`src/include/aqp_pkg.sv`:
```
package aqp_pkg;

  // ----------------------------------------------------------------
  // timing
  // ----------------------------------------------------------------
  localparam int AQP_CLOCK_HZ      = 25_000_000;
  localparam int AQP_PULSE_HZ      = 100_000;
  localparam int AQP_CYC_PER_PULSE = AQP_CLOCK_HZ / AQP_PULSE_HZ;
  localparam int AQP_GAP_US        = 100;
  localparam int AQP_GAP_CYC       = AQP_GAP_US * (AQP_CLOCK_HZ / 1_000_000);

  // edge accumulator: four quadrature edges per pulse period
  localparam logic [8:0] AQP_ACC_STEP = 9'h004;
  localparam logic [8:0] AQP_ACC_WRAP = 9'(AQP_CYC_PER_PULSE);

  // ----------------------------------------------------------------
  // position format
  // ----------------------------------------------------------------
  localparam int AQP_POS_BITS       = 13;
  localparam int AQP_TURN_BITS      = 13;
  localparam int AQP_PULSES_PER_REV = 2048;
  localparam int AQP_WORD_BITS      = AQP_TURN_BITS + AQP_POS_BITS;
  localparam logic [12:0] AQP_POS_MAX      = 13'h1fff;
  localparam logic [12:0] AQP_TURN_POS_MAX = 13'h0fff;
  localparam logic [12:0] AQP_TURN_NEG_MIN = 13'h1000;
  localparam logic [1:0]  AQP_AB_RESET     = 2'h0;

  // ----------------------------------------------------------------
  // link supervision and buffering
  // ----------------------------------------------------------------
  localparam logic [2:0] AQP_LINK_MISS_LIMIT = 3'h4;
  localparam int         AQP_FIFO_DEPTH      = 16;

  typedef enum logic [5:0] {
    AQP_WAIT  = 6'h01,
    AQP_TURNS = 6'h02,
    AQP_GAP1  = 6'h04,
    AQP_POS   = 6'h08,
    AQP_GAP2  = 6'h10,
    AQP_INC   = 6'h20
  } aqp_state_type;

  // one quadrature step on {a,b}; forward makes a lead b
  function automatic logic [1:0] aqp_step(input logic [1:0] ab, input logic forward_rotation);
    logic [1:0] r;
    r = ab;
    case (ab)
      2'h0:    r = forward_rotation ? 2'h2 : 2'h1;
      2'h2:    r = forward_rotation ? 2'h3 : 2'h0;
      2'h3:    r = forward_rotation ? 2'h1 : 2'h2;
      default: r = forward_rotation ? 2'h0 : 2'h3;
    endcase
    return r;
  endfunction

  function automatic logic [12:0] aqp_mag(input logic [12:0] t);
    return t[12] ? (~t + 13'h0001) : t;
  endfunction

endpackage

```
`src/include/aqp_stream_if.sv`:
```
`timescale 1ns/1ns
interface aqp_stream_if #(parameter int W = 26) ();
  logic         valid;
  logic         ready;
  logic [W-1:0] data;
  modport src (output valid, output data, input ready);
  modport snk (input valid, input data, output ready);
endinterface

```
`src/rtl/aqp_fifo.sv`:
```
`timescale 1ns/1ns
module aqp_fifo #(
  parameter int W     = 26,
  parameter int DEPTH = 16
) (
  input  wire logic clock,
  input  wire logic srst,
  aqp_stream_if.snk wr,
  aqp_stream_if.src rd,
  output logic      full,
  output logic      empty
);
  // depth must be a power of two; pointers wrap naturally
  localparam int AW = $clog2(DEPTH);

  logic [W-1:0]  mem_ff [DEPTH];
  logic [AW-1:0] wptr_ff;
  logic [AW-1:0] rptr_ff;
  logic [AW:0]   cnt_ff;
  logic          push;
  logic          pop;

  assign full     = cnt_ff == (AW+1)'(DEPTH);
  assign empty    = cnt_ff == '0;
  assign wr.ready = !full;
  assign rd.valid = !empty;
  assign rd.data  = mem_ff[rptr_ff];
  assign push     = wr.valid && !full;
  assign pop      = rd.ready && !empty;

  always_ff @(posedge clock) begin
    if (push) begin
      mem_ff[wptr_ff] <= wr.data;
    end
  end

  always_ff @(posedge clock) begin
    if (srst) begin
      wptr_ff <= '0;
      rptr_ff <= '0;
    end else begin
      if (push) wptr_ff <= wptr_ff + 1'b1;
      if (pop)  rptr_ff <= rptr_ff + 1'b1;
    end
  end

  always_ff @(posedge clock) begin
    if (srst) begin
      cnt_ff <= '0;
    end else begin
      cnt_ff <= cnt_ff + (AW+1)'(push) - (AW+1)'(pop);
    end
  end

endmodule

```
`src/rtl/aqp_position_output.sv`:
```
// Behaviour
// - single-turn position and turn counter are each held in 13 bits.
// - encoder samples queue in a 16-deep buffer while bursts run; a full buffer back-pressures the link.
// - first power-up after battery install raises the system failure alarm.
// - the turn data clear command clears a pending system failure alarm.
// - after power-up send turn count then position once, unrequested.
// - after the position bursts, output follows shaft motion incrementally.
// - turn burst: A leads B for positive count, lags for negative.
// - burst quadrature pulses run at a fixed 100 kHz.
// - position burst: A leads B when turns positive, lags when negative.
// - incremental: A leads B forward, lags B in reverse.
// - incremental: 2048 pulses on each of A and B per revolution.
// - one index pulse on Z per revolution, width unspecified.
// - four consecutive failed encoder exchanges raise the link error alarm.
`timescale 1ns/1ns
module aqp_position_output
  import aqp_pkg::*;
#(
  parameter int FIFO_DEPTH = AQP_FIFO_DEPTH,
  parameter int GAP_CYC    = AQP_GAP_CYC
) (
  input  wire logic        clock,
  input  wire logic        srst,
  input  wire logic        first_power_strap,
  input  wire logic        turn_data_clear_command,
  input  wire logic        enc_valid,
  input  wire logic [12:0] enc_turns,
  input  wire logic [12:0] enc_pos,
  output logic             enc_ready,
  input  wire logic        enc_exchange,
  input  wire logic        enc_rx_ok,
  output logic             phase_a,
  output logic             phase_b,
  output logic             phase_z,
  output logic             position_sent,
  output logic             system_failure_alarm,
  output logic             turn_counter_overflow_alarm,
  output logic             encoder_link_error_alarm
);

  // ------------------------------------------------------------------
  // sample buffer
  // ------------------------------------------------------------------
  aqp_stream_if #(.W(AQP_WORD_BITS)) enc_in ();
  aqp_stream_if #(.W(AQP_WORD_BITS)) enc_out ();

  logic fifo_full;

  assign enc_in.valid = enc_valid;
  assign enc_in.data  = {enc_turns, enc_pos};
  assign enc_ready    = enc_in.ready;

  // bursts stall the drain, so samples pile up here and back-pressure the link
  aqp_fifo #(.W(AQP_WORD_BITS), .DEPTH(FIFO_DEPTH)) u_fifo (
    .clock (clock),
    .srst  (srst),
    .wr    (enc_in),
    .rd    (enc_out),
    .full  (fifo_full),
    .empty ()
  );

  // ------------------------------------------------------------------
  // declarations
  // ------------------------------------------------------------------
  aqp_state_type state_ff;
  aqp_state_type nxt_state;
  logic [7:0]    acc_ff;
  logic [8:0]    acc_sum;
  logic          tick;
  logic [14:0]   rem_ff;
  logic [11:0]   gap_ff;
  logic          gap_done;
  logic [1:0]    ab_ff;
  logic          z_ff;
  logic [12:0]   tur_ff;
  logic [12:0]   cur_ff;
  logic [12:0]   tgt_ff;
  logic [12:0]   diff;
  logic [12:0]   in_turns;
  logic [12:0]   in_pos;
  logic          pop;
  logic          in_burst;
  logic          burst_step;
  logic          turn_neg;
  logic          inc_fwd;
  logic          inc_step;
  logic          boot_ff;
  logic          sfa_ff;
  logic          ovf_ff;
  logic [2:0]    miss_ff;
  logic          link_ff;
  logic [14:0]   edge_cnt_ff;

  assign in_turns   = enc_out.data[AQP_WORD_BITS-1:AQP_POS_BITS];
  assign in_pos     = enc_out.data[AQP_POS_BITS-1:0];
  assign pop        = enc_out.valid && enc_out.ready;
  assign turn_neg   = tur_ff[12];
  assign in_burst   = (state_ff == AQP_TURNS) || (state_ff == AQP_POS);
  assign burst_step = in_burst && tick && (rem_ff != '0);
  assign diff       = tgt_ff - cur_ff;
  assign inc_fwd    = !diff[12];
  assign inc_step   = (state_ff == AQP_INC) && tick && (cur_ff != tgt_ff);
  assign gap_done   = gap_ff == 12'(GAP_CYC - 1);

  // drain only while idle-waiting or once the last target is reached
  assign enc_out.ready = (state_ff == AQP_WAIT) ||
                         ((state_ff == AQP_INC) && (cur_ff == tgt_ff));

  assign phase_a                     = ab_ff[1];
  assign phase_b                     = ab_ff[0];
  assign phase_z                     = z_ff;
  assign position_sent               = state_ff == AQP_INC;
  assign system_failure_alarm        = sfa_ff;
  assign turn_counter_overflow_alarm = ovf_ff;
  assign encoder_link_error_alarm    = link_ff;

  // ------------------------------------------------------------------
  // edge timebase
  // ------------------------------------------------------------------
  // fractional accumulator: exact 100 kHz, edges 62 or 63 cycles apart
  assign acc_sum = {1'b0, acc_ff} + AQP_ACC_STEP;
  assign tick    = acc_sum >= AQP_ACC_WRAP;

  always_ff @(posedge clock) begin
    if (srst) begin
      acc_ff <= '0;
    end else if (tick) begin
      acc_ff <= 8'(acc_sum - AQP_ACC_WRAP);
    end else begin
      acc_ff <= acc_sum[7:0];
    end
  end

  // ------------------------------------------------------------------
  // output sequence
  // ------------------------------------------------------------------
  always_comb begin
    nxt_state = state_ff;
    case (state_ff)
      AQP_WAIT:  if (enc_out.valid) nxt_state = AQP_TURNS;
      AQP_TURNS: if (rem_ff == '0) nxt_state = AQP_GAP1;
      AQP_GAP1:  if (gap_done) nxt_state = AQP_POS;
      AQP_POS:   if (rem_ff == '0) nxt_state = AQP_GAP2;
      AQP_GAP2:  if (gap_done) nxt_state = AQP_INC;
      AQP_INC:   nxt_state = AQP_INC;
      default:   nxt_state = AQP_WAIT;
    endcase
  end

  always_ff @(posedge clock) begin
    if (srst) begin
      state_ff <= AQP_WAIT;
    end else begin
      state_ff <= nxt_state;
    end
  end

  // remaining edges of the current burst
  always_ff @(posedge clock) begin
    if (srst) begin
      rem_ff <= '0;
    end else if ((state_ff == AQP_WAIT) && pop) begin
      rem_ff <= {aqp_mag(in_turns), 2'h0};
    end else if ((state_ff == AQP_GAP1) && gap_done) begin
      rem_ff <= {2'h0, cur_ff};
    end else if (burst_step) begin
      rem_ff <= rem_ff - 15'h0001;
    end
  end

  // quiet time so the host can see where each burst ends
  always_ff @(posedge clock) begin
    if (srst) begin
      gap_ff <= '0;
    end else if ((state_ff == AQP_GAP1) || (state_ff == AQP_GAP2)) begin
      gap_ff <= gap_done ? 12'h000 : gap_ff + 12'h001;
    end else begin
      gap_ff <= '0;
    end
  end

  // ------------------------------------------------------------------
  // quadrature and index outputs
  // ------------------------------------------------------------------
  // both bursts take their phase order from the turn count sign
  always_ff @(posedge clock) begin
    if (srst) begin
      ab_ff <= AQP_AB_RESET;
    end else if (burst_step) begin
      ab_ff <= aqp_step(ab_ff, !turn_neg);
    end else if (inc_step) begin
      ab_ff <= aqp_step(ab_ff, inc_fwd);
    end
  end

  // index over the first quadrature cycle of the turn; width is not promised
  always_ff @(posedge clock) begin
    if (srst) begin
      z_ff <= 1'b0;
    end else begin
      z_ff <= (state_ff == AQP_INC) && (cur_ff[12:2] == 11'h000);
    end
  end

  // ------------------------------------------------------------------
  // position tracking
  // ------------------------------------------------------------------
  // 8192 edges per turn: 2048 quadrature pulses on each phase
  always_ff @(posedge clock) begin
    if (srst) begin
      tur_ff <= '0;
      cur_ff <= '0;
      tgt_ff <= '0;
    end else if ((state_ff == AQP_WAIT) && pop) begin
      tur_ff <= in_turns;
      cur_ff <= in_pos;
      tgt_ff <= in_pos;
    end else if (pop) begin
      tgt_ff <= in_pos;
    end else if (inc_step && inc_fwd) begin
      cur_ff <= cur_ff + 13'h0001;
      if (cur_ff == AQP_POS_MAX) tur_ff <= tur_ff + 13'h0001;
    end else if (inc_step) begin
      cur_ff <= cur_ff - 13'h0001;
      if (cur_ff == '0) tur_ff <= tur_ff - 13'h0001;
    end
  end

  always_ff @(posedge clock) begin
    if (srst) begin
      ovf_ff <= 1'b0;
    end else if (inc_step && inc_fwd && (cur_ff == AQP_POS_MAX) &&
                 (tur_ff == AQP_TURN_POS_MAX)) begin
      ovf_ff <= 1'b1;
    end else if (inc_step && !inc_fwd && (cur_ff == '0) &&
                 (tur_ff == AQP_TURN_NEG_MIN)) begin
      ovf_ff <= 1'b1;
    end
  end

  // ------------------------------------------------------------------
  // alarms
  // ------------------------------------------------------------------
  // strap is caught on the first clock after reset release, never by reset
  always_ff @(posedge clock) begin
    if (srst) begin
      boot_ff <= 1'b0;
    end else begin
      boot_ff <= 1'b1;
    end
  end

  // set wins over a clear arriving in the same cycle
  always_ff @(posedge clock) begin
    if (srst) begin
      sfa_ff <= 1'b0;
    end else if (!boot_ff && first_power_strap) begin
      sfa_ff <= 1'b1;
    end else if (turn_data_clear_command) begin
      sfa_ff <= 1'b0;
    end
  end

  // sticky until reset: the link fault needs a wiring fix, not a clear
  always_ff @(posedge clock) begin
    if (srst) begin
      miss_ff <= '0;
      link_ff <= 1'b0;
    end else if (enc_exchange && enc_rx_ok) begin
      miss_ff <= '0;
    end else if (enc_exchange && (miss_ff != AQP_LINK_MISS_LIMIT)) begin
      miss_ff <= miss_ff + 3'h1;
      if (miss_ff == AQP_LINK_MISS_LIMIT - 3'h1) link_ff <= 1'b1;
    end
  end

  // ------------------------------------------------------------------
  // checks
  // ------------------------------------------------------------------
  always_ff @(posedge clock) begin
    if (srst || (state_ff == AQP_WAIT) || (state_ff == AQP_GAP1)) begin
      edge_cnt_ff <= '0;
    end else if (burst_step) begin
      edge_cnt_ff <= edge_cnt_ff + 15'h0001;
    end
  end

  property p_boot_alarm;
    @(posedge clock) disable iff (srst)
    (!boot_ff && first_power_strap) |=> system_failure_alarm;
  endproperty
  a_boot_alarm: assert property (p_boot_alarm) else $error("alarm not raised at boot");

  property p_alarm_clear;
    @(posedge clock) disable iff (srst)
    (boot_ff && turn_data_clear_command) |=> !system_failure_alarm;
  endproperty
  a_alarm_clear: assert property (p_alarm_clear) else $error("alarm not cleared");

  property p_once;
    @(posedge clock) disable iff (srst)
    position_sent |=> position_sent ##1 position_sent;
  endproperty
  a_once: assert property (p_once) else $error("position sent twice");

  property p_turn_dir;
    @(posedge clock) disable iff (srst)
    (state_ff == AQP_TURNS && burst_step) |=>
      ({phase_a, phase_b} == aqp_step($past(ab_ff), !$past(turn_neg)));
  endproperty
  a_turn_dir: assert property (p_turn_dir) else $error("turn burst phase order");

  property p_tick_rate;
    @(posedge clock) disable iff (srst)
    tick |=> (!tick)[*8];
  endproperty
  a_tick_rate: assert property (p_tick_rate) else $error("edge rate too high");

  property p_pos_dir;
    @(posedge clock) disable iff (srst)
    (state_ff == AQP_POS && burst_step) |=>
      ({phase_a, phase_b} == aqp_step($past(ab_ff), !$past(turn_neg)));
  endproperty
  a_pos_dir: assert property (p_pos_dir) else $error("position burst phase order");

  property p_inc_dir;
    @(posedge clock) disable iff (srst)
    inc_step |=> ({phase_a, phase_b} == aqp_step($past(ab_ff), $past(inc_fwd)));
  endproperty
  a_inc_dir: assert property (p_inc_dir) else $error("incremental phase order");

  property p_rev_wrap;
    @(posedge clock) disable iff (srst)
    (inc_step && inc_fwd && cur_ff == AQP_POS_MAX) |=>
      (cur_ff == '0) && (tur_ff == 13'($past(tur_ff) + 13'h0001));
  endproperty
  a_rev_wrap: assert property (p_rev_wrap) else $error("turn wrap miscounted");

  property p_link;
    @(posedge clock) disable iff (srst)
    (enc_exchange && !enc_rx_ok && miss_ff == 3'h3) |=> encoder_link_error_alarm;
  endproperty
  a_link: assert property (p_link) else $error("link alarm missing");

  property p_turn_count;
    @(posedge clock) disable iff (srst)
    $fell(state_ff == AQP_TURNS) |-> edge_cnt_ff == {aqp_mag(tur_ff), 2'h0};
  endproperty
  a_turn_count: assert property (p_turn_count) else $error("turn burst length");

  property p_pos_count;
    @(posedge clock) disable iff (srst)
    $fell(state_ff == AQP_POS) |-> edge_cnt_ff == {2'h0, cur_ff};
  endproperty
  a_pos_count: assert property (p_pos_count) else $error("position burst length");

  property p_gap_static;
    @(posedge clock) disable iff (srst)
    (state_ff == AQP_GAP1 || state_ff == AQP_GAP2) |=> $stable(ab_ff);
  endproperty
  a_gap_static: assert property (p_gap_static) else $error("phases moved in gap");

  c_neg_turns: cover property (@(posedge clock) disable iff (srst)
    state_ff == AQP_TURNS && turn_neg && burst_step);
  c_sent: cover property (@(posedge clock) disable iff (srst) $rose(position_sent));
  c_fifo_full: cover property (@(posedge clock) disable iff (srst) fifo_full);
  c_link: cover property (@(posedge clock) disable iff (srst) $rose(encoder_link_error_alarm));

endmodule

```
`config.mk`:
```
export PLATFORM = sky130hd
export DESIGN_NAME = aqp_position_output
export DESIGN_NICKNAME = d
export VERILOG_FILES = /design/src/include/aqp_pkg.sv /design/src/include/aqp_stream_if.sv /design/src/rtl/aqp_fifo.sv /design/src/rtl/aqp_position_output.sv
export SDC_FILE = /design/constraint.sdc
export NUM_CORES = 1
export LEC_CHECK = 0
export BUFFER_PORTS_ARGS = -buffer_cell sky130_fd_sc_hd__buf_4
export CAP_MARGIN = 15
export CORE_MARGIN = 3
export CORE_UTILIZATION = 35
export CTS_CLUSTER_DIAMETER = 40
export DETAILED_ROUTE_END_ITERATION = 12
export GPL_TIMING_DRIVEN = 1
export REMOVE_ABC_BUFFERS = 1
export SETUP_SLACK_MARGIN = 0.02
export SYNTH_ARGS = -nofsm -noshare
export SYNTH_HDL_FRONTEND = slang
export SYNTH_HIERARCHICAL = 1
export SYNTH_SLANG_ARGS = --single-unit
```
`constraint.sdc`:
```
create_clock -name clock -period 13.6 [get_ports clock]
set_clock_uncertainty 0.2 [all_clocks]
set_input_delay 1.36 -clock clock [delete_from_list [all_inputs] [get_ports clock]]
set_output_delay 1.36 -clock clock [all_outputs]
set_load 0.02 [all_outputs]
```
==> run metrics, run 1 <==
grt total ovfl=0; Int Pwr=~3800 µW; P_leak=around 0.0090 µW; Max-cap violations=0; pre-CTS setup slack=around 8300 ps; vias in the first global route=around 13000; DIE WIDTH=260.9 µm; DIE HEIGHT=260.9 µm; DPL Wire Length=28.95 mm; clock root cell=clkbuf_16; Finished Layout Cells=2465; combinational share of power=~29%; Slew Limit Fails=0; synth warn=6; Clk pwr share=35.8%; number of port buffers=40; crit path capture type=register; Reg power frac=roughly a third; share of cells above drive strength 1=between 10% and 20%; clk slew on worst S/H paths=roughly 60 ps; placed instance count=approximately 2300; ANT nets after route=0; Syn-to-layout area delta=16.89%; H-Tree Depth=3; vias per cell=~5.4; Gate Count Post-Synth=1497; critical path class=reg -> reg; largest net degree at the start of global routing=84; Hold Path Class=reg -> reg; hold_buf cts=0; Period Utilization, post-route=about 40%; gpl congestion=about 0.85; antenna violations before repair=2; nature of the critical path startpoint=register; unrepaired setup endpoints after global routing=no; PostCTS Resize Cnt=0; Setup TNS Final=0 ps; status=finished clean; Switch Pwr=about 1800 µW; final hold violations=0; DR pass1 iterations=5; fin nets=approximately 1700; wirelength, routed=approximately 53 mm; # rows=92; area of the multi-input gates=between 7000 and 8000 µm²; pwr dens=between 200 and 250 nW/µm²; core area=approximately 64000 µm²; via count=around 13000; Worst Tran Pin Value=1092 ps; post-route minimum period=~5300 ps; Peak VDD IR=135.0 µV; worst hold margin=roughly 270 ps; # fillers=~5700; fmax=approximately 0.19 GHz; sw frac=32.09%; first-pass GRT wire length=around 81 mm; wire per inst=around 21 µm; DR iter-0 viols=1023; Syn Area/Cell=approximately 15 µm²; Mapped Area=22750 µm²; Total GRT Usage=between 10% and 20%; Rel. slew slack=26.92%; Die Area=about 70000 µm²; number of I/O pins=roughly 40; final setup violation count=0; Clock Latency Late Sink=approximately 620 ps; Initial Util=between 30% and 40%; Reg area=approximately 15000 µm²; WP data arrival=between 5000 and 6000 ps; TritonCTS clock tree=built; CTS Buffer Depth=3; Final WS setup=between 8000 and 9000 ps; worst-path maximum fanout=14; Layout Utilization=41.77%; # DRC=0; Critical Path RT=roughly 14000 ps; CTS buffer count=75; Clock Sinks=approximately 520; post-CTS setup buffers=0
-- power by group through the flow --
stage               clock, µW  sequential (µW)  combinational [µW]
floorplan                   0             2020                1230
global placement            0             2000                1620
detailed placement          0             2010                1650
CTS                      2070             1980                1660
global route             2150             2000                1830
finish                   2030             1980                1660
-- critical path, cell delays in order (launching register included) --
cell	delay, ps
dfxtp_1	440
inv_1	80
ha_1	320
a211oi_1	280
nor2_1	110
or4_1	400
o221ai_1	380
nor2_1	160
nand2_1	460
buf_4	320
ha_1	260
a21o_1	180
a21o_1	210
a2111oi_0	640
or3_1	230
and4_1	210
nor3_1	60
nand3b_1	160
a21oi_1	160
-- layer usage --
layer  up-vias  routed length, µm  global-route usage [%]  part of all wire [%]
li1       6029                  -                       -                     -
met1      6773              23470                   21.56                    45
met2       363              24960                   25.28                    47
met3        93               2978                   3.211                   5.7
met4         2               1273                   4.831                   2.4
met5         -                 12                       0                 0.023
-- layout make-up --
class / count / area share (%)
antenna: 2 / 0.01882
clock buffer: 81 / 7.304
clock inverter: 56 / 2.795
inverter: 43 / 0.6071
multi-input combinational: 855 / 28.61
sequential: 522 / 54.99
tap: 846 / 3.981
timing repair buffer: 60 / 1.694
-- state kept, by name, indices dropped and copies added (netlist names), named ones only --
signal / flops
u_fifo/mem_ff: 416
rem_ff: 15
cur_ff: 13
tgt_ff: 13
tur_ff: 13
gap_ff: 12
acc_ff: 7
state_ff: 6
u_fifo/cnt_ff: 5
u_fifo/rptr_ff: 4
u_fifo/wptr_ff: 4
miss_ff: 3
ab_ff: 2
boot_ff: 1
encoder_link_error_alarm: 1
phase_z: 1
system_failure_alarm: 1
turn_counter_overflow_alarm: 1
-- cell usage in the layout, fill, tap and decap left out, drive strengths merged, types with 4 or more instances in the layout --
cell / n
xnor2: 39
a21o: 10
o31ai: 5
clkbuf: 81
nand4: 13
edfxtp: 416
a311oi: 12
nand3: 30
a211oi: 23
or3: 21
clkinvlp: 8
o211ai: 7
and2: 10
nor4: 17
a22oi: 63
dfxtp: 106
nor3b: 5
nand3b: 4
nand2: 84
nand2b: 5
ha: 58
nor2b: 12
and3: 12
nor2: 115
xor2: 30
inv: 54
or4: 5
o21ai: 26
mux2i: 21
a21oi: 53
a31oi: 6
bufinv: 11
nor3: 19
mux4: 104
clkinv: 26
buf: 60
-- final timing paths --
path / startpoint / to / slack, ps / depth (start not counted)
max: cur_ff[9] / cur_ff[11] / 8260 / 18
min: system_failure_alarm / system_failure_alarm / 270 / 2
min reg2reg: system_failure_alarm / system_failure_alarm / 270 / 2
max reg2reg: cur_ff[9] / cur_ff[11] / 8260 / 18
-- per-stage QoR --
step / instance area [µm²] / total power [µW]
after global routing: 26590 / 5976
after global placement: 23900 / 3628
final: 26590 / 5664
after detailed placement: 23900 / 3657
after floorplan: 22300 / 3258
after CTS: 26580 / 5711
Note: power is estimated with default switching activity, not from simulation.
==> run 2: changes to the inputs <==
- clock period: 13.6 -> 5.52 ns (I/O delays scaled with it)
==> run metrics, run 2 (synthesized netlist as in run 1, its figures left out) <==
status=finished clean; unrepaired setup endpoints after global routing=no; Clock Sinks=522; DIE WIDTH=roughly 260 µm; clk slew on worst S/H paths=around 50 ps; number of I/O pins=41; Slew Limit Fails=0; number of port buffers=40; Period Utilization, post-route=a little under nine tenths; gpl congestion=0.8189; worst-path maximum fanout=12; DIE HEIGHT=approximately 260 µm; Critical Path RT=roughly 5800 ps; fmax=0.2112 GHz; TritonCTS clock tree=built; PostCTS Resize Cnt=0; Max-cap violations=0; Die Area=68090 µm²; largest net degree at the start of global routing=a little under 90; crit path capture type=register; Final WS setup=~790 ps; P_leak=between 0.008 and 0.009 µW; # DRC=0; wire per inst=~21 µm; # rows=92; Clock Latency Late Sink=about 600 ps; commonest non-fill, non-tap cell in the layout=edfxtp_1; Peak VDD IR=~260 µV; Total GRT Usage=between 10% and 20%; clock root cell=clkbuf_16; Largest Register=u_fifo/mem_ff; placed instance count=approximately 2300; share of cells above drive strength 1=a little under a fifth; final setup violation count=0; via count=~13000; Setup TNS Final=0 ps; post-route minimum period=approximately 4700 ps; Worst Tran Pin Value=roughly 1100 ps; antenna violations before repair=3; nature of the critical path startpoint=register; DPL Wire Length=28.96 mm; Finished Layout Cells=2474; number of flip-flops in the largest register=~420; wirelength, routed=roughly 52 mm; Layout Utilization=41.54%; pre-CTS setup slack=848.9 ps; first-pass GRT wire length=slightly above 80 mm; grt total ovfl=0; core area=63660 µm²; Initial Util=between 30% and 40%; WP data arrival=approximately 5000 ps; CTS Buffer Depth=3; Rel. slew slack=a little over a quarter; final hold violations=0; critical path class=reg -> reg; H-Tree Depth=3; vias per cell=5.358; ANT nets after route=0; biggest regs=u_fifo/mem_ff (416), rem_ff (15); DR pass1 iterations=5; Final Cell Area=26440 µm²; most frequent cells in the layout=edfxtp_1, nor2_1, dfxtp_1; DR iter-0 viols=~1000; DP Area=23940 µm²; Hold Path Class=in -> reg; fin nets=1659; CTS buffer count=77; vias in the first global route=~13000; pwr dens=around 500 nW/µm²; Syn-to-layout area delta=16.25%
run 2: changes by cell type in the layout (fill, tap and decap cells not counted), sizes merged:
| cell | change |
|---|---|
| dlygate4sd3 | +2 |
| buf | +4 |
| clkbuf | +6 |
| clkinv | +2 |
| diode | -1 |
| clkinvlp | +3 |
| bufinv | -7 |
run 2: cell type report:
class / count / area, µm²
inverter: 43 / 161.4
timing repair buffer: 66 / 513.0
tap: 846 / 1059
fill: 5741 / 37210
clock inverter: 54 / 505.5
clock buffer: 87 / 1974
multi-input combinational: 855 / 7606
antenna: 1 / 2.502
sequential: 522 / 14620
run 2: metrics by stage:
| step | hold slack (ps) | total power [µW] |
|---|---|---|
| floorplan | 237.3 | 8026 |
| global placement | 253.6 | 8958 |
| detailed placement | 264.2 | 9013 |
| CTS | 10.56 | 13710 |
| global route | 29.55 | 14360 |
| finish | 40.64 | 13580 |
run 2: metal layers:
| metal | track usage, % | vias to the layer above | wire length [µm] |
|---|---|---|---|
| met5 | 0 | - | 27 |
| met4 | 4.971 | 4 | 1360 |
| met3 | 3.897 | 108 | 2929 |
| met2 | 25.10 | 338 | 24900 |
| met1 | 20.73 | 6757 | 23030 |
| li1 | - | 6049 | - |
run 2: what timing repair did:
| item | CTS | global route |
|---|---|---|
| buffers inserted | 0 | 0 |
| hold endpoints to repair | 1 | 0 |
| hold buffers | 2 | 0 |
| setup endpoints to repair | 0 | 0 |
run 2: worst max-delay path, stage by stage (launching register included):
cell and delay, ps:
dfxtp_1 430, inv_1 70, ha_1 310, a211oi_1 310, nor2_1 110, or4_1 400, o221ai_1 390, nor2_1 160
nand2_1 140, buf_4 220, ha_1 300, a21o_1 200, a2111oi_0 640, or3_1 230, and4_1 190, nor3_1 50
nand3b_1 160, a21oi_1 130
run 2: final timing paths:
kind | from | endpoint | slack, ps | cells after the start
setup / recovery | cur_ff[9] | cur_ff[11] | 790 | 17
hold / removal | enc_turns[7] | u_fifo/mem_ff[9][20] | 40 | 1
setup reg to reg | cur_ff[9] | cur_ff[11] | 790 | 17
hold reg to reg | gap_ff[0] | gap_ff[0] | 270 | 1
run 2: power breakdown:
part	total (µW)	switching, µW	internal, µW	leakage (µW)
Combinational	4030	2220	1810	0.00311
Clock	4630	1820	2810	0.00119
Sequential	4920	370	4550	0.00463
Total	13600	4410	9170	0.00892
